File: config.mk
export PLATFORM = sky130hd
export DESIGN_NAME = lds_scan
export DESIGN_NICKNAME = d
export VERILOG_FILES = /design/src/design/lds_pkg.sv /design/src/design/lds_seg_decode.sv /design/src/design/lds_scan.sv
export SDC_FILE = /design/constraint.sdc
export NUM_CORES = 1
export LEC_CHECK = 0
export BUFFER_PORTS_ARGS = -buffer_cell sky130_fd_sc_hd__buf_2
export CORE_AREA = 2 2 76 92
export CTS_CLUSTER_SIZE = 25
export DETAILED_ROUTE_END_ITERATION = 10
export DIE_AREA = 0 0 78 94
export HOLD_SLACK_MARGIN = 0.12
export PLACE_DENSITY_LB_ADDON = 0.12
export SLEW_MARGIN = 20
export SYNTH_ARGS = -nofsm -noshare
export SYNTH_HDL_FRONTEND = slang
export SYNTH_SLANG_ARGS = --single-unit
File: constraint.sdc
create_clock -name clk -period 2.6 [get_ports clk]
set_clock_uncertainty 0.15 [all_clocks]
set_input_delay 0.52 -clock clk [delete_from_list [all_inputs] [get_ports clk]]
set_output_delay 0.52 -clock clk [all_outputs]
set_load 0.02 [all_outputs]
File: src/design/lds_pkg.sv
// Purpose: constants for the led digit scan and blanking block
// Assumes: 25 MHz system clock, display refresh derived from it
// Notes: slot and gap counts are derived from times in ns
package lds_pkg;
  localparam int CLK_PERIOD_NS = 40;
  localparam int DIGITS = 8;
  localparam int SLOT_TIME_NS = 244000;
  localparam int GAP_TIME_NS = 6000;
  localparam int REFRESH_HZ = 500;
  // least times round up to whole cycles
  localparam int SLOT_CYCLES =
    (SLOT_TIME_NS + CLK_PERIOD_NS - 1) / CLK_PERIOD_NS;
  localparam int GAP_CYCLES =
    (GAP_TIME_NS + CLK_PERIOD_NS - 1) / CLK_PERIOD_NS;
  localparam int SLOW_DIV = 4;
  localparam logic [3:0] MODE_FREQ = 4'h0;
  localparam logic [3:0] MODE_PERIOD = 4'h1;
  localparam logic [3:0] MODE_RATIO = 4'h2;
  localparam logic [3:0] MODE_INTERVAL = 4'h3;
  localparam logic [3:0] MODE_UNIT = 4'h4;
  localparam logic [3:0] DIGIT_EIGHT = 4'h8;
  localparam logic [2:0] DP_BASE_DEFAULT = 3'h1;
  localparam logic [2:0] DP_BASE_RATIO = 3'h0;
  localparam logic [2:0] TOP_INDEX = 3'h7;
  localparam logic [6:0] SEG_OFF = 7'h00;
  localparam logic [6:0] SEG_BLANK_ALL = 7'h00;
  typedef enum logic [0:0] {
    LDS_SLOT = 1'b0,
    LDS_GAP = 1'b1
  } lds_phase_type;
endpackage

File: src/design/lds_seg_decode.sv
// Purpose: bcd digit to seven segment pattern, segments g..a
// Assumes: common cathode, segment high lights
// Notes: codes above nine show dark
`timescale 1ns/100ps
module lds_seg_decode (
  input wire logic [3:0] bcd,
  output logic [6:0] seg
);
  always_comb begin
    unique case (bcd)
      4'h0: seg = 7'h3F;
      4'h1: seg = 7'h06;
      4'h2: seg = 7'h5B;
      4'h3: seg = 7'h4F;
      4'h4: seg = 7'h66;
      4'h5: seg = 7'h6D;
      4'h6: seg = 7'h7D;
      4'h7: seg = 7'h07;
      4'h8: seg = 7'h7F;
      4'h9: seg = 7'h6F;
      default: seg = 7'h00;
    endcase
  end
endmodule

File: src/design/lds_scan.sv
// Purpose: eight digit multiplexed led scanner with blanking
// Assumes: inputs synchronous to clk; common cathode display
// Notes: slow_timebase stretches slot and gap by four
`timescale 1ns/100ps
module lds_scan
  import lds_pkg::*;
#(
  parameter int SLOT_CNT = SLOT_CYCLES,
  parameter int GAP_CNT = GAP_CYCLES
) (
  input wire logic clk,
  input wire logic reset,
  input wire logic clk_en,
  input wire logic [31:0] digit_values,
  input wire logic [3:0] meas_mode,
  input wire logic [1:0] range_sel,
  input wire logic main_overflow,
  input wire logic any_overflow,
  input wire logic display_test,
  input wire logic display_off,
  input wire logic slow_timebase,
  output logic [7:0] digit_drive,
  output logic [6:0] seg_drive,
  output logic dp_drive,
  output logic least_digit_drive,
  output logic top_digit_drive
);
  lds_phase_type phase_reg;
  logic [17:0] count_reg;
  logic [2:0] digit_reg;
  logic [7:0] digit_drive_reg;
  logic [6:0] seg_reg;
  logic dp_reg;
  logic [17:0] slot_len;
  logic [17:0] gap_len;
  logic phase_done;
  logic [2:0] dp_pos;
  logic [7:0] nonzero;
  logic [7:0] show;
  logic [3:0] cur_bcd;
  logic [3:0] shown_bcd;
  logic [6:0] dec_seg;
  logic cur_show;
  logic cur_dp;

  assign slot_len = slow_timebase ? 18'(SLOT_CNT * SLOW_DIV)
                                  : 18'(SLOT_CNT);
  assign gap_len = slow_timebase ? 18'(GAP_CNT * SLOW_DIV)
                                 : 18'(GAP_CNT);
  // compare with >= so a timebase switch mid-phase cannot run past the end
  assign phase_done = (phase_reg == LDS_SLOT)
                      ? (count_reg >= slot_len - 18'h0001)
                      : (count_reg >= gap_len - 18'h0001);

  // decimal point by mode and range
  assign dp_pos = (meas_mode == MODE_UNIT) ? DP_BASE_RATIO :
                  (meas_mode == MODE_RATIO)
                  ? 3'(DP_BASE_RATIO + {1'b0, range_sel})
                  : 3'(DP_BASE_DEFAULT + {1'b0, range_sel});

  // blank zeros left of first nonzero or point
  genvar gi;
  generate
    for (gi = 0; gi < DIGITS; gi++) begin : g_blank
      assign nonzero[gi] = digit_values[gi*4 +: 4] != 4'h0;
      if (gi == DIGITS - 1) begin : g_top
        assign show[gi] = nonzero[gi] || (dp_pos == 3'(gi))
                          || main_overflow || display_test;
      end else begin : g_rest
        // at or right of point always shown
        assign show[gi] = nonzero[gi] || show[gi+1]
                          || (dp_pos >= 3'(gi)) || main_overflow
                          || display_test;
      end
    end
  endgenerate

  assign cur_bcd = digit_values[digit_reg*4 +: 4];
  assign cur_show = show[digit_reg];
  assign shown_bcd = display_test ? DIGIT_EIGHT : cur_bcd;
  assign cur_dp = display_test || (digit_reg == dp_pos)
                  || (any_overflow && digit_reg == TOP_INDEX);

  lds_seg_decode u_dec (
    .bcd(shown_bcd),
    .seg(dec_seg)
  );

  always_ff @(posedge clk) begin
    if (reset) begin
      phase_reg <= LDS_GAP;
      count_reg <= 18'h0000;
      digit_reg <= 3'h0;
    end else if (clk_en) begin
      if (phase_done) begin
        count_reg <= 18'h0000;
        phase_reg <= (phase_reg == LDS_SLOT) ? LDS_GAP : LDS_SLOT;
        if (phase_reg == LDS_SLOT) begin
          digit_reg <= digit_reg + 3'h1;
        end
      end else begin
        count_reg <= count_reg + 18'h0001;
      end
    end
  end

  always_ff @(posedge clk) begin
    if (reset) begin
      digit_drive_reg <= 8'h00;
      seg_reg <= SEG_OFF;
      dp_reg <= 1'b0;
    end else if (clk_en) begin
      if (phase_reg == LDS_SLOT && !display_off) begin
        digit_drive_reg <= 8'h01 << digit_reg;
        seg_reg <= cur_show ? dec_seg : SEG_BLANK_ALL;
        dp_reg <= cur_dp;
      end else begin
        digit_drive_reg <= 8'h00;
        seg_reg <= SEG_OFF;
        dp_reg <= 1'b0;
      end
    end
  end

  assign digit_drive = digit_drive_reg;
  assign seg_drive = seg_reg;
  assign dp_drive = dp_reg;
  assign least_digit_drive = digit_drive_reg[0];
  assign top_digit_drive = digit_drive_reg[DIGITS-1];

  // helper: cycles of current lit stretch
  logic [17:0] lit_cnt_reg;
  always_ff @(posedge clk) begin
    if (reset || digit_drive_reg == 8'h00) begin
      lit_cnt_reg <= 18'h0000;
    end else if (clk_en) begin
      lit_cnt_reg <= lit_cnt_reg + 18'h0001;
    end
  end

  a_slot_length_max:
  assert property (@(posedge clk) disable iff (reset)
    lit_cnt_reg <= slot_len)
  else $error("digit lit longer than one slot");

  a_gap_dark:
  assert property (@(posedge clk) disable iff (reset)
    (clk_en && phase_reg == LDS_GAP) |=> digit_drive_reg == 8'h00)
  else $error("digit driven during gap");

  a_one_digit:
  assert property (@(posedge clk) disable iff (reset)
    $onehot0(digit_drive_reg))
  else $error("more than one digit driven");

  a_off_blank:
  assert property (@(posedge clk) disable iff (reset)
    (clk_en && display_off) |=> (digit_drive == 8'h00 && !dp_drive))
  else $error("display off did not blank");

  a_test_eights:
  assert property (@(posedge clk) disable iff (reset)
    (clk_en && display_test && !display_off && phase_reg == LDS_SLOT)
    |=> (seg_drive == 7'h7F && dp_drive))
  else $error("test mode not showing eights");

  a_overflow_show:
  assert property (@(posedge clk) disable iff (reset)
    (clk_en && main_overflow && !display_off && !display_test
     && phase_reg == LDS_SLOT && cur_bcd == 4'h0)
    |=> seg_drive == 7'h3F)
  else $error("zero blanked during overflow");

  a_top_dp_ovf:
  assert property (@(posedge clk) disable iff (reset)
    (clk_en && any_overflow && !display_off
     && phase_reg == LDS_SLOT && digit_reg == TOP_INDEX)
    |=> (dp_drive && top_digit_drive))
  else $error("overflow point missing");

  a_leading_blank:
  assert property (@(posedge clk) disable iff (reset)
    (clk_en && phase_reg == LDS_SLOT && !display_off && !display_test
     && !main_overflow && digit_reg == TOP_INDEX && cur_bcd == 4'h0
     && dp_pos != TOP_INDEX) |=> seg_drive == 7'h00)
  else $error("leading zero not blanked");

  a_unit_dp_least:
  assert property (@(posedge clk) disable iff (reset)
    (clk_en && meas_mode == MODE_UNIT && phase_reg == LDS_SLOT
     && !display_off && digit_reg == 3'h0) |=> dp_drive)
  else $error("unit mode point not on least digit");

  // slot end is judged on the edge after it, so skip the reset edge
  a_slow_scan:
  assert property (@(posedge clk) disable iff (reset)
    (phase_reg == LDS_GAP && $past(phase_reg) == LDS_SLOT
     && $past(slow_timebase) && !$past(reset))
    |-> $past(count_reg) == 18'(SLOT_CNT * SLOW_DIV - 1))
  else $error("slow timebase slot ended early");
endmodule

### Word level (Yosys, flattened, before mapping)

Memories as Yosys holds them, arrays and structs flattened.
Index checks and enable logic that the tools add are counted.
Widths: inputs -> output; s select.

* output and inout bits: 18
* memories: 1
* input port bits: 46
* bits in registers: 38
* ROM bits: 112

* $lt $le $gt $ge: 10
* add/subtract/negate cells: 5
* shift-type cells: 2
* bitwise operators: 1
* eq/ne operators: 5
* muxes and demuxes: 14
* reductions and logical operators: 46

Memories
* (no name shown): words 16, width 7, read ports 1, clocked after Yosys merged registers in 0, write ports 0, line lds_seg_decode.sv:10 `unique case (bcd)`

Operators by type and width (number)
* $ge 18x18->1: 2
* $logic_or 1x1->1: 33
* $reduce_bool 4->1: 8
* $shiftx 32x6->4: 1
* $add 18x1->18 const B: 1
* $mux 18: 1
* $sub 15x1->16 const B: 1
* $mux 15: 1
* $mux 7: 2
* $sub 10x1->11 const B: 1
* $mux 10: 1
* $ge 3x3->1 const B: 3
* $mux 8: 1
* $shl 1x3->8 const A: 1
* $eq 3x3->1 const B: 2
* $ge 3x1->1 const B: 2
* $ge 3x2->1 const B: 2
* $mux 3: 2
* $eq 4x2->1 const B: 1
* $eq 4x3->1 const B: 1
* $lt 3x4->1 const B: 1
* $mux 1: 4
* $mux 4: 1
* $add 1x2->3 const A: 1
* other kinds (8): 9

### Logic depth before layout (Yosys ltp)

* depth after elaboration: 39
* gate-level depth with buffers: 10

### Cells and area by module

A second synthesis with hierarchy kept.

* cells, all modules: 304
* area total of the unflattened synthesis: 2678.8 um^2

By module, submodules not included
* lds_scan: area each 2459.9 um^2, instances 1, cells an instance 276
* lds_seg_decode: area each 219.0 um^2, instances 1, cells an instance 28

### Worst setup path after synthesis

OpenSTA, ideal clock, no wires.

* kind: input to register
* start point: in slow_timebase
* end point: reg phase_reg
* data required time: 2.323 ns
* arrival time: 2.358 ns
* path slack: -0.035 ns
* stages on the path: 9
* cells stage by stage: inv_1 > ha_1 > a21oi_1 > o21bai_1 > a211o_1 > a2111oi_4 > buf_4 > nor3_1 > or3_1

* cells in the longest elaborated chain, start to end: 5
* elaborated cells on any way between the ends: 8
* classes of those cells: 2 x add/sub; 2 x order compare; 3 x mux; 1 x reduce/logical

Ends and longest elaborated chain
* from (decl): line lds_scan.sv:21 `input wire logic slow_timebase,`
* $mux 15 or $mux 10 (tied branches): line lds_scan.sv:46, lds_scan.sv:48
* $sub 15x1->16 or $sub 10x1->11 (tied branches): line lds_scan.sv:52, lds_scan.sv:53
* $ge 18x18->1, on equally long branches: line lds_scan.sv:52, lds_scan.sv:53
* $mux 1 *: line lds_scan.sv:52 `? (count_reg >= slot_len - 18'h0001)`
* $reduce_and 2->1 (no source line) *
* to (signal assigned): line lds_scan.sv:97 `phase_reg <= (phase_reg == LDS_SLOT) ? LDS_GAP : LDS_SLOT;`
* to (decl): line lds_scan.sv:28 `lds_phase_type phase_reg;`

Mark *: on every way between the ends. The rest lies on a longest branch, timed or not.
A chain may end at the register's enable or synchronous reset.

### Final worst setup path

* start point: in slow_timebase
* end point: reg digit_reg[2]

* cells in the longest elaborated chain, start to end: 5
* elaborated cells on any way between the ends: 8
* classes of those cells: 2 x add/sub; 2 x order compare; 3 x mux; 1 x reduce/logical

Ends and longest elaborated chain
* $mux 15 or $mux 10 (tied branches): line lds_scan.sv:46, lds_scan.sv:48
* $sub 15x1->16 or $sub 10x1->11 (tied branches): line lds_scan.sv:52, lds_scan.sv:53
* $ge 18x18->1, on equally long branches: line lds_scan.sv:52, lds_scan.sv:53
* $mux 1 *: line lds_scan.sv:52
* $reduce_and 3->1 (no source line) *
* to (signal assigned): line lds_scan.sv:99 `digit_reg <= digit_reg + 3'h1;`
* to (decl): line lds_scan.sv:30 `logic [2:0] digit_reg;`

Marked as above.

==> results.json <==
{
  "crit_required_ns": 2.62,
  "antenna_found_initial": 0,
  "seq_area_frac_synth_pct": 27.1,
  "status": "complete, no violations",
  "drtIter0Drc": 108,
  "start_kind": "input port",
  "cpLargestDelayFamily": "compound AO/OA/AOI/OAI gates",
  "synthFlopType": "dfxtp_1",
  "synthArstFlopShare_pct": 0,
  "whs_path_depth": 2,
  "r2r_slack_ns": 0.19,
  "synth_cell_type_count": 62,
  "htree_levels": 2,
  "synth_area_sq_mm": 0.00281,
  "ys_seq_elements": 38,
  "start_util_pct": 43.8,
  "drc": 0,
  "p_leak_nw": 1.47,
  "p_seq_share_pct": 48.2,
  "worstMarginPinSlew_ns": 0.571,
  "drive_gt1_share_pct": 32.0,
  "pwr-share-clk_pct": 35.1,
  "peakVddDrop_v": 0.000242,
  "r2r-start": "count_reg[7]$_SDFFE_PP0P_",
  "die_w_um": 78,
  "p_sw_mw": 0.323,
  "fmax_mhz": 390,
  "hpwlAfterDp_um": 5800,
  "hold_end": "seg_drive[0]$_SDFFE_PP0P_",
  "rows": 32,
  "yosysWarnings": 0,
  "maxSlewHeadroom_pct": 61.8,
  "nFillCells": 622,
  "worstPathCellList": "buf_6 > clkinvlp_4 > buf_6 > buf_4 > ha_4 > a21oi_2 > o21bai_1 > a211o_1 > a2111oi_4 > buf_4 > buf_6 > o31a_1 > a211oi_2",
  "cp.buffers_inverters": 6,
  "cts_tree": "built",
  "netlist_instances": 325,
  "cts_root_buf": "clkbuf_8",
  "cpMostUsedCell": "buf_6",
  "period_minus_slack_ns": 2.56,
  "design.core.area_sq_mm": 0.00641,
  "die_area_sq_mm": 0.00733,
  "synth_edf_count": 0,
  "drv_cap": 0,
  "largest_register_ffs": 18,
  "diodes": 0,
  "clock_sinks": 38,
  "vias_per_cell": 5.64,
  "maxSlewViolCount": 0,
  "ant_nets": 0,
  "fin_crit_sh_pct": 98.5,
  "regArea_sq_um": 762,
  "p_int_mw": 0.892,
  "wirelength_um": 7490,
  "grt_pass1_vias": 2664,
  "boundaryPins": 64,
  "max_stage_delay_ns": 0.35,
  "wl_per_cell_um": 15.0,
  "portBuffers": 63,
  "gr-total-overflow": 0,
  "finalSetupViolCount": 0,
  "cp.arrival_ns": 2.58,
  "pre_cts_slack_ns": -0.353,
  "rsz0062_at_grt": "yes",
  "setup-tns-final_ns": 0,
  "syn-num-nets": 393,
  "reg2reg_depth": 8,
  "path_max_fanout": 10,
  "final-hold-violation-count": 0,
  "vias": 2818,
  "hp-class": "reg -> reg",
  "gr-usage-all-layers_pct": 21.0,
  "r2r-end": "phase_reg$_SDFFE_PP1P_",
  "worstSetupPathType": "in -> reg",
  "hp-start": "seg_drive[0]$_SDFFE_PP0P_",
  "clk_latency_ns": 0.29,
  "finalWorstSetupSlack_ns": 0.0388,
  "multi_input_area_sq_mm": 0.00195,
  "p_total_mw": 1.21,
  "fin_nets": 482,
  "drtPass1Iterations": 4,
  "cts_buffers": 5,
  "die_h_um": 94,
  "clock_path_buffers": 2,
  "combinationalPowerShare_pct": 16.7,
  "endpoint_kind": "flip-flop",
  "area_growth_pct": 27.6,
  "path_clk_slew_ns": 0.07,
  "grt_start_max_net_pins": 34,
  "final_util_pct": 55.9,
  "grt_pass1_wl_um": 12300,
  "hold_buffers": 0,
  "p_sw_share_pct": 26.6,
  "p_per_area_mw_per_mm2": 339,
  "avgSynthCellArea_sq_um": 8.64,
  "cp_slowest_cell": "a2111oi_4",
  "gp_congestion": 0.854
}
==> synthesized netlist by cell type, types with 3 or more instances <==
cell type / number / share of area [%]
nand3_1: 15 / 2.7
or4_1: 5 / 1.3
nand4_1: 7 / 1.6
and3_1: 3 / 0.67
xor2_1: 10 / 3.1
buf_2: 8 / 1.4
nor3_1: 12 / 2.1
clkinv_1: 3 / 0.40
o22ai_1: 3 / 0.67
dfxtp_1: 38 / 27
a211oi_1: 15 / 4.0
a32oi_1: 3 / 0.94
mux2i_1: 8 / 2.9
nor2_1: 27 / 3.6
o21ai_0: 6 / 1.1
mux4_2: 4 / 3.2
clkbuf_1: 7 / 0.94
o31ai_1: 9 / 2.4
xnor2_1: 7 / 2.2
nand2b_1: 3 / 0.67
a22oi_1: 5 / 1.3
buf_4: 3 / 0.80
and4_1: 3 / 0.94
nand2_1: 24 / 3.2
a21oi_1: 16 / 2.9
ha_1: 22 / 9.8
nor4_1: 4 / 0.89
and2_1: 3 / 0.67
inv_1: 8 / 1.1
==> power groups by stage <==
stage | logic (mW) | registers [mW] | clock network, mW
floorplan | 0.108 | 0.602 | 0
global placement | 0.191 | 0.600 | 0
detailed placement | 0.194 | 0.600 | 0
CTS | 0.194 | 0.586 | 0.435
global route | 0.223 | 0.586 | 0.461
finish | 0.203 | 0.586 | 0.426
==> cells in the final DEF (no fill, tap or decap), types with 8 or more instances in the layout <==
cell	instances
a211oi_1	14
a21oi_1	15
buf_2	62
buf_4	35
dfxtp_1	37
ha_1	20
mux2i_1	8
nand2_1	24
nand3_1	15
nor2_1	26
nor3_1	11
o31ai_1	8
xor2_1	10
==> worst max path at each step <==
| stage | start | to | slack, ns | depth (start not counted) |
|---|---|---|---|---|
| finish | slow_timebase | digit_reg[2]$_SDFFE_PP0P_ | 0.04 | 13 |
| global route | slow_timebase | count_reg[3]$_SDFFE_PP0P_ | -0.05 | 13 |
| detailed placement | slow_timebase | count_reg[17]$_SDFFE_PP0P_ | -0.35 | 9 |
| floorplan | slow_timebase | phase_reg$_SDFFE_PP1P_ | 0.01 | 9 |
| global placement | slow_timebase | count_reg[17]$_SDFFE_PP0P_ | -0.33 | 9 |
| CTS | slow_timebase | digit_reg[0]$_SDFFE_PP0P_ | 0.06 | 10 |
==> routing by layer <==
metal	GRT usage [%]	vias up	wire, um
met5	0	-	0
met4	9.36	0	209
met3	2.79	16	251
met2	39.4	84	4000
met1	23.4	1303	3030
li1	-	1415	-
==> area by class of cell <==
type | instances | share of cell area, %
clock buffers | 7 | 2.41
well taps | 85 | 2.97
clock inverters | 1 | 0.140
multi-input cells | 256 | 54.4
inverters | 11 | 1.26
flip-flops and latches | 38 | 21.3
repair buffers | 102 | 17.6
==> stage by stage <==
step                      cell area, sq um  hold WS [ns]  instances
after floorplan                       2830         0.337        325
final                                 3580         0.301        500
after CTS                             3490         0.306        495
after detailed placement              3400         0.289        487
after global routing                  3580         0.347        500
after global placement                3400         0.281        487
==> worst register-to-register path: stages (launching register included) <==
cell     delay [ns]
dfxtp_1        0.43
ha_1           0.27
a21oi_1        0.06
nor3b_1        0.18
a41oi_1        0.13
a311o_1        0.32
buf_6          0.16
o31a_1         0.27
or3_1          0.33
==> what timing repair did <==
item	in CTS	in global routing
setup endpoints to repair	13	17
setup buffers	0	5
gates cloned	0	0
resized for setup	1	15
endpoints found under the hold margin	0	0
pin swaps	0	13
==> cell families after synthesis <==
logic type                 synth area share, %
and+or+nand+nor                           22.0
adders and majority gates                 9.81
AOI/OAI and AO/OA                         22.0
DFF                                       27.1
muxes                                     8.34
buffers and inverters                     5.44
xor gates and xnor gates                  5.31
No activity file was read; power rests on OpenSTA's default activity.
